File: src/shared/lfms_defs.svh
`ifndef LFMS_DEFS_SVH
`define LFMS_DEFS_SVH

// ==========================================================
// Register byte offsets
`define LFMS_ADR_ENABLE  8'h00
`define LFMS_ADR_FLASH1  8'h04
`define LFMS_ADR_FLASH2  8'h08
`define LFMS_ADR_TORCH1  8'h0C
`define LFMS_ADR_TORCH2  8'h10
`define LFMS_ADR_TIMING  8'h14
`define LFMS_ADR_CONFIG  8'h18
`define LFMS_ADR_FLAGS1  8'h1C
`define LFMS_ADR_STATUS  8'h20

// ==========================================================
// Field positions
`define LFMS_EN_MODE_LO   0
`define LFMS_EN_MODE_HI   1
`define LFMS_EN_LED1      2
`define LFMS_EN_LED2      3
`define LFMS_EN_TORCHPIN  4
`define LFMS_EN_STROBE    5
`define LFMS_EN_TX        7
`define LFMS_FLAG_TIMEOUT 0
`define LFMS_CFG_PIN_TEMP 0

// ==========================================================
// Mode field codes
`define LFMS_MODE_OFF   2'h0
`define LFMS_MODE_IR    2'h1
`define LFMS_MODE_TORCH 2'h2
`define LFMS_MODE_FLASH 2'h3

// ==========================================================
// Reset values
`define LFMS_RST_ENABLE 8'h8C
`define LFMS_RST_LEVEL  7'h00
`define LFMS_RST_TIMING 8'h0F
`define LFMS_RST_CONFIG 8'h00

// ==========================================================
// Timing
`define LFMS_CLK_NS      8
`define LFMS_TICK_NS     1000000
`define LFMS_RAMP_NS     1000
`define LFMS_RAMP_CYC    (`LFMS_RAMP_NS / `LFMS_CLK_NS)
`define LFMS_TO_BASE_MS  40
`define LFMS_TO_STEP_MS  104

`endif

File: src/shared/lfms_pkg.sv
package lfms_pkg;

	// ======================================================
	// Sequencer states
	typedef enum logic [2:0] {
		LFMS_STANDBY,
		LFMS_PRECHG,
		LFMS_FLASH,
		LFMS_TORCH,
		LFMS_IR
	} lfms_state_t;

	// ======================================================
	// Asynchronous control and analog indicator pins
	typedef struct packed {
		logic strobe;
		logic torch;
		logic tx;
		logic vout_ok;
		logic headroom_low;
	} lfms_pins_t;

	// ======================================================
	// One current source command
	typedef struct packed {
		logic       on;
		logic [6:0] level;
	} lfms_led_t;

endpackage

File: src/core/lfms_seq.sv
// Implementation choices: register access over Wishbone and the register offsets.
`include "lfms_defs.svh"

module lfms_seq #(
	parameter int unsigned TICK_CYC = `LFMS_TICK_NS / `LFMS_CLK_NS
) (
	// Clock and reset
	input  wire logic                clk_i,
	input  wire logic                rst_i,
	// Device pins
	input  wire logic                hw_enable_pin_i,
	input  wire lfms_pkg::lfms_pins_t pins_i,
	// Wishbone slave
	input  wire logic                wb_cyc_i,
	input  wire logic                wb_stb_i,
	input  wire logic                wb_we_i,
	input  wire logic [7:0]          wb_adr_i,
	input  wire logic [3:0]          wb_sel_i,
	input  wire logic [31:0]         wb_dat_i,
	output logic      [31:0]         wb_dat_o,
	output logic                     wb_ack_o,
	// Converter and sources
	output lfms_pkg::lfms_led_t      led1_o,
	output lfms_pkg::lfms_led_t      led2_o,
	output logic                     precharge_o,
	output logic                     boost_o,
	output logic                     pass_o
);
	import lfms_pkg::*;

	// ======================================================
	// Pin synchronisers
	logic       hw_enable_pin_s;
	lfms_pins_t pin_s;
	logic       strobe_prev_q;
	logic       srst;

	lfms_sync #(.W(1)) u_sync_hw_enable_pin (
		.clk_i (clk_i),
		.rst_i (rst_i),
		.d_i   (hw_enable_pin_i),
		.q_o   (hw_enable_pin_s)
	);

	lfms_sync #(.W($bits(lfms_pins_t))) u_sync_pins (
		.clk_i (clk_i),
		.rst_i (rst_i),
		.d_i   (pins_i),
		.q_o   (pin_s)
	);

	// Enable pin low holds every register at default
	assign srst = rst_i | ~hw_enable_pin_s;

	// ======================================================
	// Registers
	logic [7:0] enable_d, enable_q;
	logic [6:0] flash1_d, flash1_q;
	logic [6:0] flash2_d, flash2_q;
	logic [6:0] torch1_d, torch1_q;
	logic [6:0] torch2_d, torch2_q;
	logic [7:0] timing_d, timing_q;
	logic [7:0] config_d, config_q;
	logic       flag_to_d, flag_to_q;
	logic       ack_d, ack_q;
	logic [31:0] rdat_d, rdat_q;
	logic       wr_go;
	logic       rd_go;
	logic       to_hit;
	lfms_state_t st_d, st_q;

	// Bus access completes at the edge that sees ack
	assign wr_go = wb_cyc_i & wb_stb_i & wb_we_i & ack_q & wb_sel_i[0];
	assign rd_go = wb_cyc_i & wb_stb_i & ~wb_we_i & ack_q;

	// Register next values
	always_comb begin
		enable_d  = enable_q;
		flash1_d  = flash1_q;
		flash2_d  = flash2_q;
		torch1_d  = torch1_q;
		torch2_d  = torch2_q;
		timing_d  = timing_q;
		config_d  = config_q;
		flag_to_d = flag_to_q;
		if (wr_go) begin
			unique case (wb_adr_i)
				`LFMS_ADR_ENABLE: enable_d = wb_dat_i[7:0];
				`LFMS_ADR_FLASH1: flash1_d = wb_dat_i[6:0];
				`LFMS_ADR_FLASH2: flash2_d = wb_dat_i[6:0];
				`LFMS_ADR_TORCH1: torch1_d = wb_dat_i[6:0];
				`LFMS_ADR_TORCH2: torch2_d = wb_dat_i[6:0];
				`LFMS_ADR_TIMING: timing_d = wb_dat_i[7:0];
				`LFMS_ADR_CONFIG: config_d = wb_dat_i[7:0];
				default: ;
			endcase
		end
		// Reading the flag register clears it
		if (rd_go && wb_adr_i == `LFMS_ADR_FLAGS1) begin
			flag_to_d = 1'b0;
		end
		// Timeout clears the mode field and sets the flag
		if (to_hit) begin
			enable_d[`LFMS_EN_MODE_HI:`LFMS_EN_MODE_LO] =
				`LFMS_MODE_OFF;
			flag_to_d = 1'b1;
		end
	end

	// Register storage, default on reset or shutdown
	always_ff @(posedge clk_i) begin
		if (srst) begin
			enable_q  <= `LFMS_RST_ENABLE;
			flash1_q  <= `LFMS_RST_LEVEL;
			flash2_q  <= `LFMS_RST_LEVEL;
			torch1_q  <= `LFMS_RST_LEVEL;
			torch2_q  <= `LFMS_RST_LEVEL;
			timing_q  <= `LFMS_RST_TIMING;
			config_q  <= `LFMS_RST_CONFIG;
			flag_to_q <= 1'b0;
		end else begin
			enable_q  <= enable_d;
			flash1_q  <= flash1_d;
			flash2_q  <= flash2_d;
			torch1_q  <= torch1_d;
			torch2_q  <= torch2_d;
			timing_q  <= timing_d;
			config_q  <= config_d;
			flag_to_q <= flag_to_d;
		end
	end

	// ======================================================
	// Bus slave: ack one cycle after request, silent in shutdown
	always_comb begin
		ack_d  = wb_cyc_i & wb_stb_i & ~ack_q & hw_enable_pin_s;
		rdat_d = rdat_q;
		if (ack_d) begin
			unique case (wb_adr_i)
				`LFMS_ADR_ENABLE: rdat_d = {24'h0, enable_q};
				`LFMS_ADR_FLASH1: rdat_d = {25'h0, flash1_q};
				`LFMS_ADR_FLASH2: rdat_d = {25'h0, flash2_q};
				`LFMS_ADR_TORCH1: rdat_d = {25'h0, torch1_q};
				`LFMS_ADR_TORCH2: rdat_d = {25'h0, torch2_q};
				`LFMS_ADR_TIMING: rdat_d = {24'h0, timing_q};
				`LFMS_ADR_CONFIG: rdat_d = {24'h0, config_q};
				`LFMS_ADR_FLAGS1: rdat_d = {31'h0, flag_to_q};
				`LFMS_ADR_STATUS: rdat_d = {26'h0, boost_o,
					precharge_o, 1'b0, st_q};
				default:          rdat_d = 32'h0;
			endcase
		end
	end

	// Bus registers
	always_ff @(posedge clk_i) begin
		if (srst) begin
			ack_q  <= 1'b0;
			rdat_q <= 32'h0;
		end else begin
			ack_q  <= ack_d;
			rdat_q <= rdat_d;
		end
	end

	assign wb_ack_o = ack_q;
	assign wb_dat_o = rdat_q;

	// ======================================================
	// Requests decoded from mode field and pins
	logic [1:0] mode;
	logic       strobe_rise;
	logic       torch_req;
	logic       tx_act;

	assign mode        = enable_q[`LFMS_EN_MODE_HI:`LFMS_EN_MODE_LO];
	assign strobe_rise = pin_s.strobe & ~strobe_prev_q
		& enable_q[`LFMS_EN_STROBE];
	assign torch_req   = (mode == `LFMS_MODE_TORCH)
		| (pin_s.torch & enable_q[`LFMS_EN_TORCHPIN]
		& ~config_q[`LFMS_CFG_PIN_TEMP]);
	assign tx_act      = pin_s.tx & enable_q[`LFMS_EN_TX];

	// ======================================================
	// Millisecond tick and ramp step dividers
	logic [16:0] tick_d, tick_q;
	logic        ms_tick;
	logic [11:0] ramp_d, ramp_q;
	logic [11:0] ramp_per;
	logic        ramp_step;

	// Torch step period scales with the timing register rate
	assign ramp_per = (st_q == LFMS_TORCH) ?
		12'(`LFMS_RAMP_CYC) * ({9'h0, timing_q[6:4]} + 12'h001) :
		12'(`LFMS_RAMP_CYC);
	assign ms_tick   = (tick_q == 17'(TICK_CYC - 1));
	assign ramp_step = (ramp_q >= ramp_per - 12'h001);

	// Divider next values
	always_comb begin
		tick_d = ms_tick ? 17'h0 : tick_q + 17'h1;
		ramp_d = ramp_step ? 12'h0 : ramp_q + 12'h1;
	end

	// Divider registers
	always_ff @(posedge clk_i) begin
		if (srst) begin
			tick_q <= 17'h0;
			ramp_q <= 12'h0;
		end else begin
			tick_q <= tick_d;
			ramp_q <= ramp_d;
		end
	end

	// ======================================================
	// Flash timeout counter, flash and infrared only
	logic [10:0] to_cnt_d, to_cnt_q;
	logic [10:0] to_limit;
	logic        to_run;

	assign to_limit = 11'(`LFMS_TO_BASE_MS)
		+ 11'(timing_q[3:0]) * 11'(`LFMS_TO_STEP_MS);
	assign to_run   = (st_q == LFMS_FLASH)
		| (st_q == LFMS_IR && pin_s.strobe);
	assign to_hit   = to_run && to_cnt_q >= to_limit;

	// Counter next value, keeps counting through sync events
	always_comb begin
		to_cnt_d = to_cnt_q;
		if (!to_run) begin
			to_cnt_d = 11'h0;
		end else if (ms_tick && !to_hit) begin
			to_cnt_d = to_cnt_q + 11'h1;
		end
	end

	// Counter register
	always_ff @(posedge clk_i) begin
		if (srst) begin
			to_cnt_q <= 11'h0;
		end else begin
			to_cnt_q <= to_cnt_d;
		end
	end

	// ======================================================
	// Mode sequencer
	logic goal_flash_d, goal_flash_q;
	logic by_reg_d, by_reg_q;
	logic boost_d, boost_q;

	// Next state
	always_comb begin
		st_d         = st_q;
		goal_flash_d = goal_flash_q;
		by_reg_d     = by_reg_q;
		boost_d      = boost_q;
		unique case (st_q)
			LFMS_STANDBY: begin
				boost_d = 1'b0;
				if (mode == `LFMS_MODE_FLASH) begin
					st_d = LFMS_PRECHG;
					goal_flash_d = 1'b1;
					by_reg_d = 1'b1;
				end else if (strobe_rise) begin
					st_d = LFMS_PRECHG;
					goal_flash_d = 1'b1;
					by_reg_d = 1'b0;
				end else if (mode == `LFMS_MODE_IR) begin
					st_d = LFMS_IR;
				end else if (torch_req) begin
					st_d = LFMS_PRECHG;
					goal_flash_d = 1'b0;
				end
			end
			LFMS_PRECHG: begin
				// Sources stay off until output is charged
				if (goal_flash_q ? (by_reg_q ?
					mode != `LFMS_MODE_FLASH : !pin_s.strobe)
					: !torch_req) begin
					st_d = LFMS_STANDBY;
				end else if (pin_s.vout_ok) begin
					st_d = goal_flash_q ?
						LFMS_FLASH : LFMS_TORCH;
				end
			end
			LFMS_FLASH: begin
				if (to_hit) begin
					st_d = LFMS_STANDBY;
				end else if (by_reg_q ? mode != `LFMS_MODE_FLASH
					: !pin_s.strobe) begin
					st_d = LFMS_STANDBY;
				end
			end
			LFMS_TORCH: begin
				if (!torch_req || mode == `LFMS_MODE_FLASH) begin
					st_d = LFMS_STANDBY;
				end
			end
			LFMS_IR: begin
				if (to_hit || mode != `LFMS_MODE_IR) begin
					st_d = LFMS_STANDBY;
				end
			end
		endcase
		// Boost only once headroom is lost in an active ramp mode
		if ((st_q == LFMS_FLASH || st_q == LFMS_TORCH)
			&& pin_s.headroom_low) begin
			boost_d = 1'b1;
		end
	end

	// Sequencer registers
	always_ff @(posedge clk_i) begin
		if (srst) begin
			st_q          <= LFMS_STANDBY;
			goal_flash_q  <= 1'b0;
			by_reg_q      <= 1'b0;
			boost_q       <= 1'b0;
			strobe_prev_q <= 1'b0;
		end else begin
			st_q          <= st_d;
			goal_flash_q  <= goal_flash_d;
			by_reg_q      <= by_reg_d;
			boost_q       <= boost_d;
			strobe_prev_q <= pin_s.strobe;
		end
	end

	assign precharge_o = (st_q == LFMS_PRECHG);
	assign boost_o     = boost_q;
	assign pass_o      = (st_q != LFMS_STANDBY) & ~boost_q;

	// ======================================================
	// Current sources
	logic [1:0]       led_en;
	logic [1:0][6:0]  tgt;
	logic [1:0]       src_on;
	logic             ir_gate;
	lfms_led_t [1:0]  led;

	assign led_en  = {enable_q[`LFMS_EN_LED2], enable_q[`LFMS_EN_LED1]};
	assign ir_gate = (st_q == LFMS_IR) & pin_s.strobe;

	for (genvar c = 0; c < 2; c++) begin : g_src
		logic [6:0] fl;
		logic [6:0] tr;
		assign fl = c ? flash2_q : flash1_q;
		assign tr = c ? torch2_q : torch1_q;
		// Sync input swaps flash for torch level during flash
		assign tgt[c] = (st_q == LFMS_TORCH
			|| (st_q == LFMS_FLASH && tx_act)) ? tr : fl;
		assign src_on[c] = led_en[c] & (st_q == LFMS_FLASH
			|| st_q == LFMS_TORCH || ir_gate);
		lfms_ramp u_ramp (
			.clk_i     (clk_i),
			.rst_i     (srst),
			.on_i      (src_on[c]),
			.instant_i (st_q == LFMS_IR),
			.step_i    (ramp_step),
			.target_i  (tgt[c]),
			.led_o     (led[c])
		);
	end

	assign led1_o = led[0];
	assign led2_o = led[1];
endmodule

File: src/core/lfms_sync.sv
module lfms_sync #(
	parameter int unsigned W = 1
) (
	// Clock and reset
	input  wire logic         clk_i,
	input  wire logic         rst_i,
	// Data
	input  wire logic [W-1:0] d_i,
	output logic      [W-1:0] q_o
);
	import lfms_pkg::*;

	// ======================================================
	// Two flip-flop synchroniser per bit
	for (genvar i = 0; i < W; i++) begin : g_bit
		logic meta_q;
		logic sync_q;

		// First stage feeds only the second
		always_ff @(posedge clk_i) begin
			if (rst_i) begin
				meta_q <= 1'b0;
				sync_q <= 1'b0;
			end else begin
				meta_q <= d_i[i];
				sync_q <= meta_q;
			end
		end
		assign q_o[i] = sync_q;
	end

endmodule

File: src/core/lfms_ramp.sv
module lfms_ramp (
	// Clock and reset
	input  wire logic       clk_i,
	input  wire logic       rst_i,
	// Control
	input  wire logic       on_i,
	input  wire logic       instant_i,
	input  wire logic       step_i,
	input  wire logic [6:0] target_i,
	// Source command
	output lfms_pkg::lfms_led_t led_o
);
	import lfms_pkg::*;

	logic [6:0] level_d;
	logic [6:0] level_q;
	logic       on_d;
	logic       on_q;

	// ======================================================
	// Stepped rise to the target level; falls and instant mode go direct
	always_comb begin
		level_d = level_q;
		on_d    = on_i;
		if (!on_i) begin
			level_d = 7'h00;
		end else if (instant_i) begin
			level_d = target_i;
		end else if (level_q > target_i) begin
			level_d = target_i;
		end else if (step_i && level_q < target_i) begin
			level_d = level_q + 7'h01;
		end
	end

	// Source registers
	always_ff @(posedge clk_i) begin
		if (rst_i) begin
			level_q <= 7'h00;
			on_q    <= 1'b0;
		end else begin
			level_q <= level_d;
			on_q    <= on_d;
		end
	end

	assign led_o = '{on: on_q, level: level_q};
endmodule

File: config.mk
export PLATFORM = sky130hd
export DESIGN_NAME = lfms_seq
export DESIGN_NICKNAME = d
export VERILOG_FILES = /design/src/shared/lfms_pkg.sv /design/src/core/lfms_seq.sv /design/src/core/lfms_sync.sv /design/src/core/lfms_ramp.sv
export VERILOG_INCLUDE_DIRS = /design/src /design/src/shared
export SDC_FILE = /design/constraint.sdc
export NUM_CORES = 1
export LEC_CHECK = 0
export BUFFER_PORTS_ARGS = -buffer_cell sky130_fd_sc_hd__buf_2
export CAP_MARGIN = 20
export CORE_AREA = 2 2 134 149
export CTS_CLUSTER_DIAMETER = 150
export DETAILED_ROUTE_END_ITERATION = 7
export DIE_AREA = 0 0 136 151
export GPL_TIMING_DRIVEN = 0
export PLACE_DENSITY = 0.78
export SLEW_MARGIN = 0
export SYNTH_ARGS = -nofsm -noshare
export SYNTH_HDL_FRONTEND = slang
export SYNTH_SLANG_ARGS = --single-unit
File: constraint.sdc
create_clock -name clk_i -period 5 [get_ports clk_i]
set_input_delay 1.5 -clock clk_i [delete_from_list [all_inputs] [get_ports clk_i]]
set_output_delay 1.5 -clock clk_i [all_outputs]
set_load 0.05 [all_outputs]
### Yosys cells after proc, flatten, opt, wreduce, memory -nomap -nowiden

Cells that the tools add are included.

* add/sub/neg operators: 8
* multiply operators: 2
* divide/modulo/power cells: 0
* order comparisons: 6
* equality and inequality tests: 24
* shifts and indexed selects: 0
* muxes and demuxes: 34
* bitwise logic cells: 29
* reductions and logical operators: 41

Operators by type and width (number)
* one-hot mux 8 bit (9 select lines): 1
* 2-to-1 mux 7 bit: 8
* == test 8 x 5 -> 1 bit (second input constant): 4
* 2-to-1 mux 3 bit: 10
* adder 17 x 1 -> 17 bit (second input constant): 1
* AND 1 bit: 17
* == test 17 bit (second input constant): 1
* == test 8 x 4 -> 1 bit (second input constant): 2
* AND reduction 2 bit: 8
* one-hot mux 3 bit (5 select lines): 1
* adder 7 x 1 -> 7 bit (second input constant): 2
* > comparator 7 bit: 2
* < comparator 7 bit: 2
* 2-to-1 mux 1 bit: 13
* adder 12 x 1 -> 12 bit (second input constant): 1
* greater-or-equal comparator 12 bit: 1
* nonzero test 3 bit: 4
* OR reduction 2 bit: 6
* subtractor 11 x 1 -> 12 bit (second input constant): 1
* adder 11 x 1 -> 11 bit (second input constant): 1
* adder 6 x 11 -> 11 bit (first input constant): 1
* greater-or-equal comparator 11 bit: 1
* multiplier 7 x 4 -> 11 bit (first input constant): 1
* 2-to-1 mux 11 bit: 1
* 25 further kinds: 54

* flip-flop bits (word level): 161
* bits in latches: 0
* memory bits (writable): 0
* bits in read-only memories: 0
* input port bits: 55
* output and inout bits: 52
* word-level logic and storage cells: 179
* memories kept: 0

### Depth between registers and ports, before layout

* depth after elaboration: 9
* depth in mapped cells: 22
* gate-level depth less buffers: 22

### Cells and area by module

A second synthesis with hierarchy kept.

* cell total of the unflattened synthesis: 964
* area total of the unflattened synthesis: 8523.2 sq um

By module, submodules not included
* lfms_seq: times used 1, cells an instance 797, area each 6946.7 sq um, seq. area each 2182.1 sq um
* lfms_ramp: times used 2, cells an instance 69, area each 611.8 sq um, seq. area each 160.2 sq um
* lfms_sync at u_sync_pins: times used 1, cells an instance 25, area each 300.3 sq um, seq. area each 200.2 sq um
* lfms_sync at u_sync_hw_enable_pin: times used 1, cells an instance 4, area each 52.6 sq um, seq. area each 40.0 sq um

### Worst setup path after synthesis

No wires, ideal clock.

* path kind: register -> register
* start: register timing_q[4]
* end: register g_src[0].u_ramp.level_q[5]
* setup time: 116 ps
* arrival: 5422 ps
* data required time: 4884 ps
* path slack: -538 ps
* stages on the path, launching flop included: 22
* path buffers: 0
* period minus slack after synthesis: 5538 ps
* cells stage by stage: dfxtp_1 > ha_1 > xor2_1 > fa_1 > fa_1 > inv_1 > ha_1 > o21a_1 > a211o_1 > a31o_2 > a21oi_1 > xnor2_1 > nand2_1 > xnor2_1 > ha_1 > nand2_1 > o21ai_0 > nor2b_1 > nor3b_2 > nand4_1 > xnor2_1 > o211a_1

* word-level cells in the longest chain between the ends: 7

RTL lines
* start: declaration: RTL line lfms_seq.sv:62 `logic [7:0] timing_d, timing_q;`
* start signal: assignment: RTL line lfms_seq.sv:118 `` timing_q <= `LFMS_RST_TIMING; ``
* start signal: assignment: RTL line lfms_seq.sv:127 `timing_q <= timing_d;`
* adder 3 x 1 -> 4 bit: RTL line lfms_seq.sv:194 `` 12'(`LFMS_RAMP_CYC) * ({9'h0, timing_q[6:4]} + 12'h001) : ``
* multiplier 7 x 4 -> 11 bit: RTL line lfms_seq.sv:194
* 2-to-1 mux 11 bit: RTL line lfms_seq.sv:193 `assign ramp_per = (st_q == LFMS_TORCH) ?`
* subtractor 11 x 1 -> 12 bit: RTL line lfms_seq.sv:197 `assign ramp_step = (ramp_q >= ramp_per - 12'h001);`
* greater-or-equal comparator 12 bit: RTL line lfms_seq.sv:197
* logical AND 1 bit: RTL line lfms_ramp.sv:31 `end else if (step_i && level_q < target_i) begin`
* nonzero test 3 bit (no source line)
* end signal: assignment: RTL line lfms_ramp.sv:42 `level_q <= level_d;`
* end: declaration: RTL line lfms_ramp.sv:16 `logic [6:0] level_q;`

Every way passes these cells.
A chain may end at the register's enable or synchronous reset.

### Final worst setup path

Same ends and word-level chain as after synthesis.

==> results.cfg <==
[cells_and_area]
drive_above_1_share_pct = 18.4
ff_latch_area_um2 = 2750
nets = 1199
area_delta_synth_final_pct = 18.5
n_fill_cell = 1757
post-route-util_pct = 52.4
antenna_cells = 0
design_area_um2 = 9940
multi_input_area_um2 = 5380
instances_no_fill = 1327

[timing]
timing.final.crit_share_pct = 101
fmax_ghz = 0.199
finalSetupViolations = 1
finalClockSkew_ns = 0.00942
rsz0062_at_grt = yes
drv_slew = 0
min_period_ns = 5.03
finalWorstSetupSlack_ns = -0.0278
hold_viol = 0
slew_headroom_pct = 28.1
max_slew.worst_pin.slew_ns = 1.06

[logic_synthesis]
synth_top_area_share_pct = 32.7
synth_edf_count = 0
seq_area_frac_synth_pct = 32.7
synthFlopType = dfxtp_1
ys_types = 80
yosysWarnings = 0
async_reset_ff_share_pct = 0
syn_inst = 955
synth_top_area_cell = dfxtp_1
netlist_top_cells_count = dfxtp_1 (137), nor2_1 (127), ha_1 (69), nand2_1 (69), mux2i_1 (63)
synth_area_um2 = 8390
synth_area_per_cell_um2 = 8.78
ys_ff_latch = 137
yosys-top-cells-area = dfxtp_1 (33%), ha_1 (10%), mux2i_1 (7.5%), nor2_1 (5.7%), xnor2_1 (3.4%)
yosysMostFrequentCell = dfxtp_1

[setup_path]
crit_type = register to register
arrival_ns = 5.35
crit_slowest_cell = fa_1
critPathMostFrequentCell = ha_4
critPathCaptureType = register
crit_chain = ha_4, inv_1, fa_2, fa_1, inv_1, ha_4, a211o_1, a211o_1, and2_1, xor2_1, nand2_1, nand4_1, nand3b_1, ha_4, nand2_2, o21ai_4, a211oi_4, nor3b_4, nand4_1, xnor2_1, o211a_1
rrSetupSlack_ns = -0.03
start_kind = register
critPathMaxStageDelay_ns = 0.50
cp_top_family = adder cells
required_ns = 5.32
path_max_fanout = 7
crit_buf_inv = 2

[global_route]
grt_max_degree = 17
grt_pass1_wl_um = 33400
grt_pass1_vias = 6810
grt_overflow_total = 0
antenna_found_initial = 0
grt_use_total_pct = 20.4

[drt]
vias = 7237
totalWireLength_um = 20900
drc = 0
via_per_inst = 5.45
first_pass_iters = 5
wire_per_inst_um = 15.7
drtIter0Drc = 563
ant_nets = 0

[power]
peakVddDrop_mv = 0.259
switching_share_pct = 25.0
internal-power_mw = 1.84
p_sw_mw = 0.614
clkPwrFrac_pct = 50.3
power.share.sequential_pct = 44.8
pwr_density_cell_nw_per_um2 = 247
p_leak_nw = 3.81
comb_power_share_pct = 4.9

[placement]
gp_congestion = 0.974
port_buffers = 53
dp_slack_ns = -0.416
place_area_um2 = 9100
dpl.hpwl_um = 15100
dp.cells = 1278

[cts]
clk_path_buf_depth = 2
insertion_delay_ns = 0.43
postCtsHoldBufs = 0
cts_tree = yes
cts-root-buf = clkbuf_16
numCtsBuffers = 17
clk_pin_slew_ns = 0.06
cts.sinks = 137
cts_max_level = 4

[floorplan]
die_y_um = 151
core_area_um2 = 19000
die_w_um = 136
initial_core_util_pct = 44.2
die_area_um2 = 20500
core.rowCount = 53
io_pins = 107

[status]
status = finished with violations
violations = setup timing

[min_path]
min_path_type = register to register

[run]
drv_cap = 0
logic make-up after synthesis:
group,Yosys count,synth area share (%)
compound gates,158,12.0
xor+xnor,66,6.89
fa+ha+maj,77,12.2
buf+inv,99,6.16
flops,137,32.7
mux,69,8.59
other cells,1,0.0447
simple gates,348,21.4
worst paths after layout:
kind / to / from / depth (start not counted)
setup reg to reg: g_src[0].u_ramp.level_q[5] / timing_q[4] / 21
hold / removal: u_sync_pins.g_bit[4].sync_q / u_sync_pins.g_bit[4].meta_q / 1
hold reg to reg: u_sync_pins.g_bit[4].sync_q / u_sync_pins.g_bit[4].meta_q / 1
setup / recovery: g_src[0].u_ramp.level_q[5] / timing_q[4] / 21
layer usage:
layer  track usage, %  part of all wire [%]  wire (um)
met1             25.5                    42       8860
met2             34.6                    48      10000
met3             4.48                   7.3       1530
met4             7.34                   2.1        437
met5                0                     0          0
registers in the layout (all words and copies together) (netlist names), 8 cells and up:
signal and flops:
tick_q 17, g_src.tr 14, g_src.u_ramp.level_q 14, ramp_q 12
to_cnt_q 11, config_q 8, enable_q 8, timing_q 8
wb_dat_o 8
power groups by stage:
| stage | Sequential [mW] | Clock (mW) | Combinational, mW |
|---|---|---|---|
| 3_3_place_gp | 1.12 | 0 | 0.117 |
| 4_1_cts | 1.10 | 1.25 | 0.119 |
| 2_1_floorplan | 1.12 | 0 | 0.0843 |
| 3_5_place_dp | 1.12 | 0 | 0.118 |
| 6_report | 1.10 | 1.23 | 0.121 |
| 5_1_grt | 1.10 | 1.29 | 0.126 |
worst register-to-register path, cell delays in order (launching register included):
cell and delay [ns]:
dfxtp_4 0.36, ha_4 0.30, inv_1 0.08, fa_2 0.49
fa_1 0.50, inv_1 0.07, ha_4 0.17, a211o_1 0.25
a211o_1 0.32, and2_1 0.15, xor2_1 0.13, nand2_1 0.15
nand4_1 0.12, nand3b_1 0.26, ha_4 0.34, nand2_2 0.07
o21ai_4 0.22, a211oi_4 0.06, nor3b_4 0.35, nand4_1 0.18
xnor2_1 0.16, o211a_1 0.20
per-stage QoR:
stage / setup TNS [ns] / total power [mW] / hold slack, ns
global placement: -5.75 / 1.24 / 0.426
CTS: 0 / 2.46 / 0.442
floorplan: 0 / 1.21 / 0.414
finish: -0.0278 / 2.45 / 0.439
detailed placement: -7.06 / 1.24 / 0.430
global route: -3.48 / 2.51 / 0.458
final cells by class:
cell class	instances	share of cell area (%)
clock buffers	18	4.42
clock inverters	14	1.40
multi-input cells	742	54.2
repair buffers	70	4.03
well taps	247	3.11
flip-flops and latches	137	27.7
plain buffers	55	3.55
inverters	44	1.66
cell usage in the layout, fill, tap and decap left out, drive strengths merged, types with 5 or more instances in the layout:
cell	instances
or3	7
nor2b	22
buf	112
nand4	16
nand3b	7
nand2	71
clkbuf	31
mux2i	63
nor3	13
a211oi	10
o21ai	35
a32oi	5
ha	69
a22oi	11
and3	15
inv	51
a21o	5
xor2	33
o22ai	5
nand3	25
a31oi	6
conb	24
dfxtp	137
a21oi	49
fa	8
nand2b	9
xnor2	33
and2	8
nor2	135
timing repair:
| item | 4_1_cts | 5_1_grt |
|---|---|---|
| pin swaps | 5 | 27 |
| setup buffers | 8 | 9 |
| resized for setup | 13 | 17 |
| setup endpoints to repair | 26 | 24 |
No activity file was read; power rests on OpenSTA's default activity.
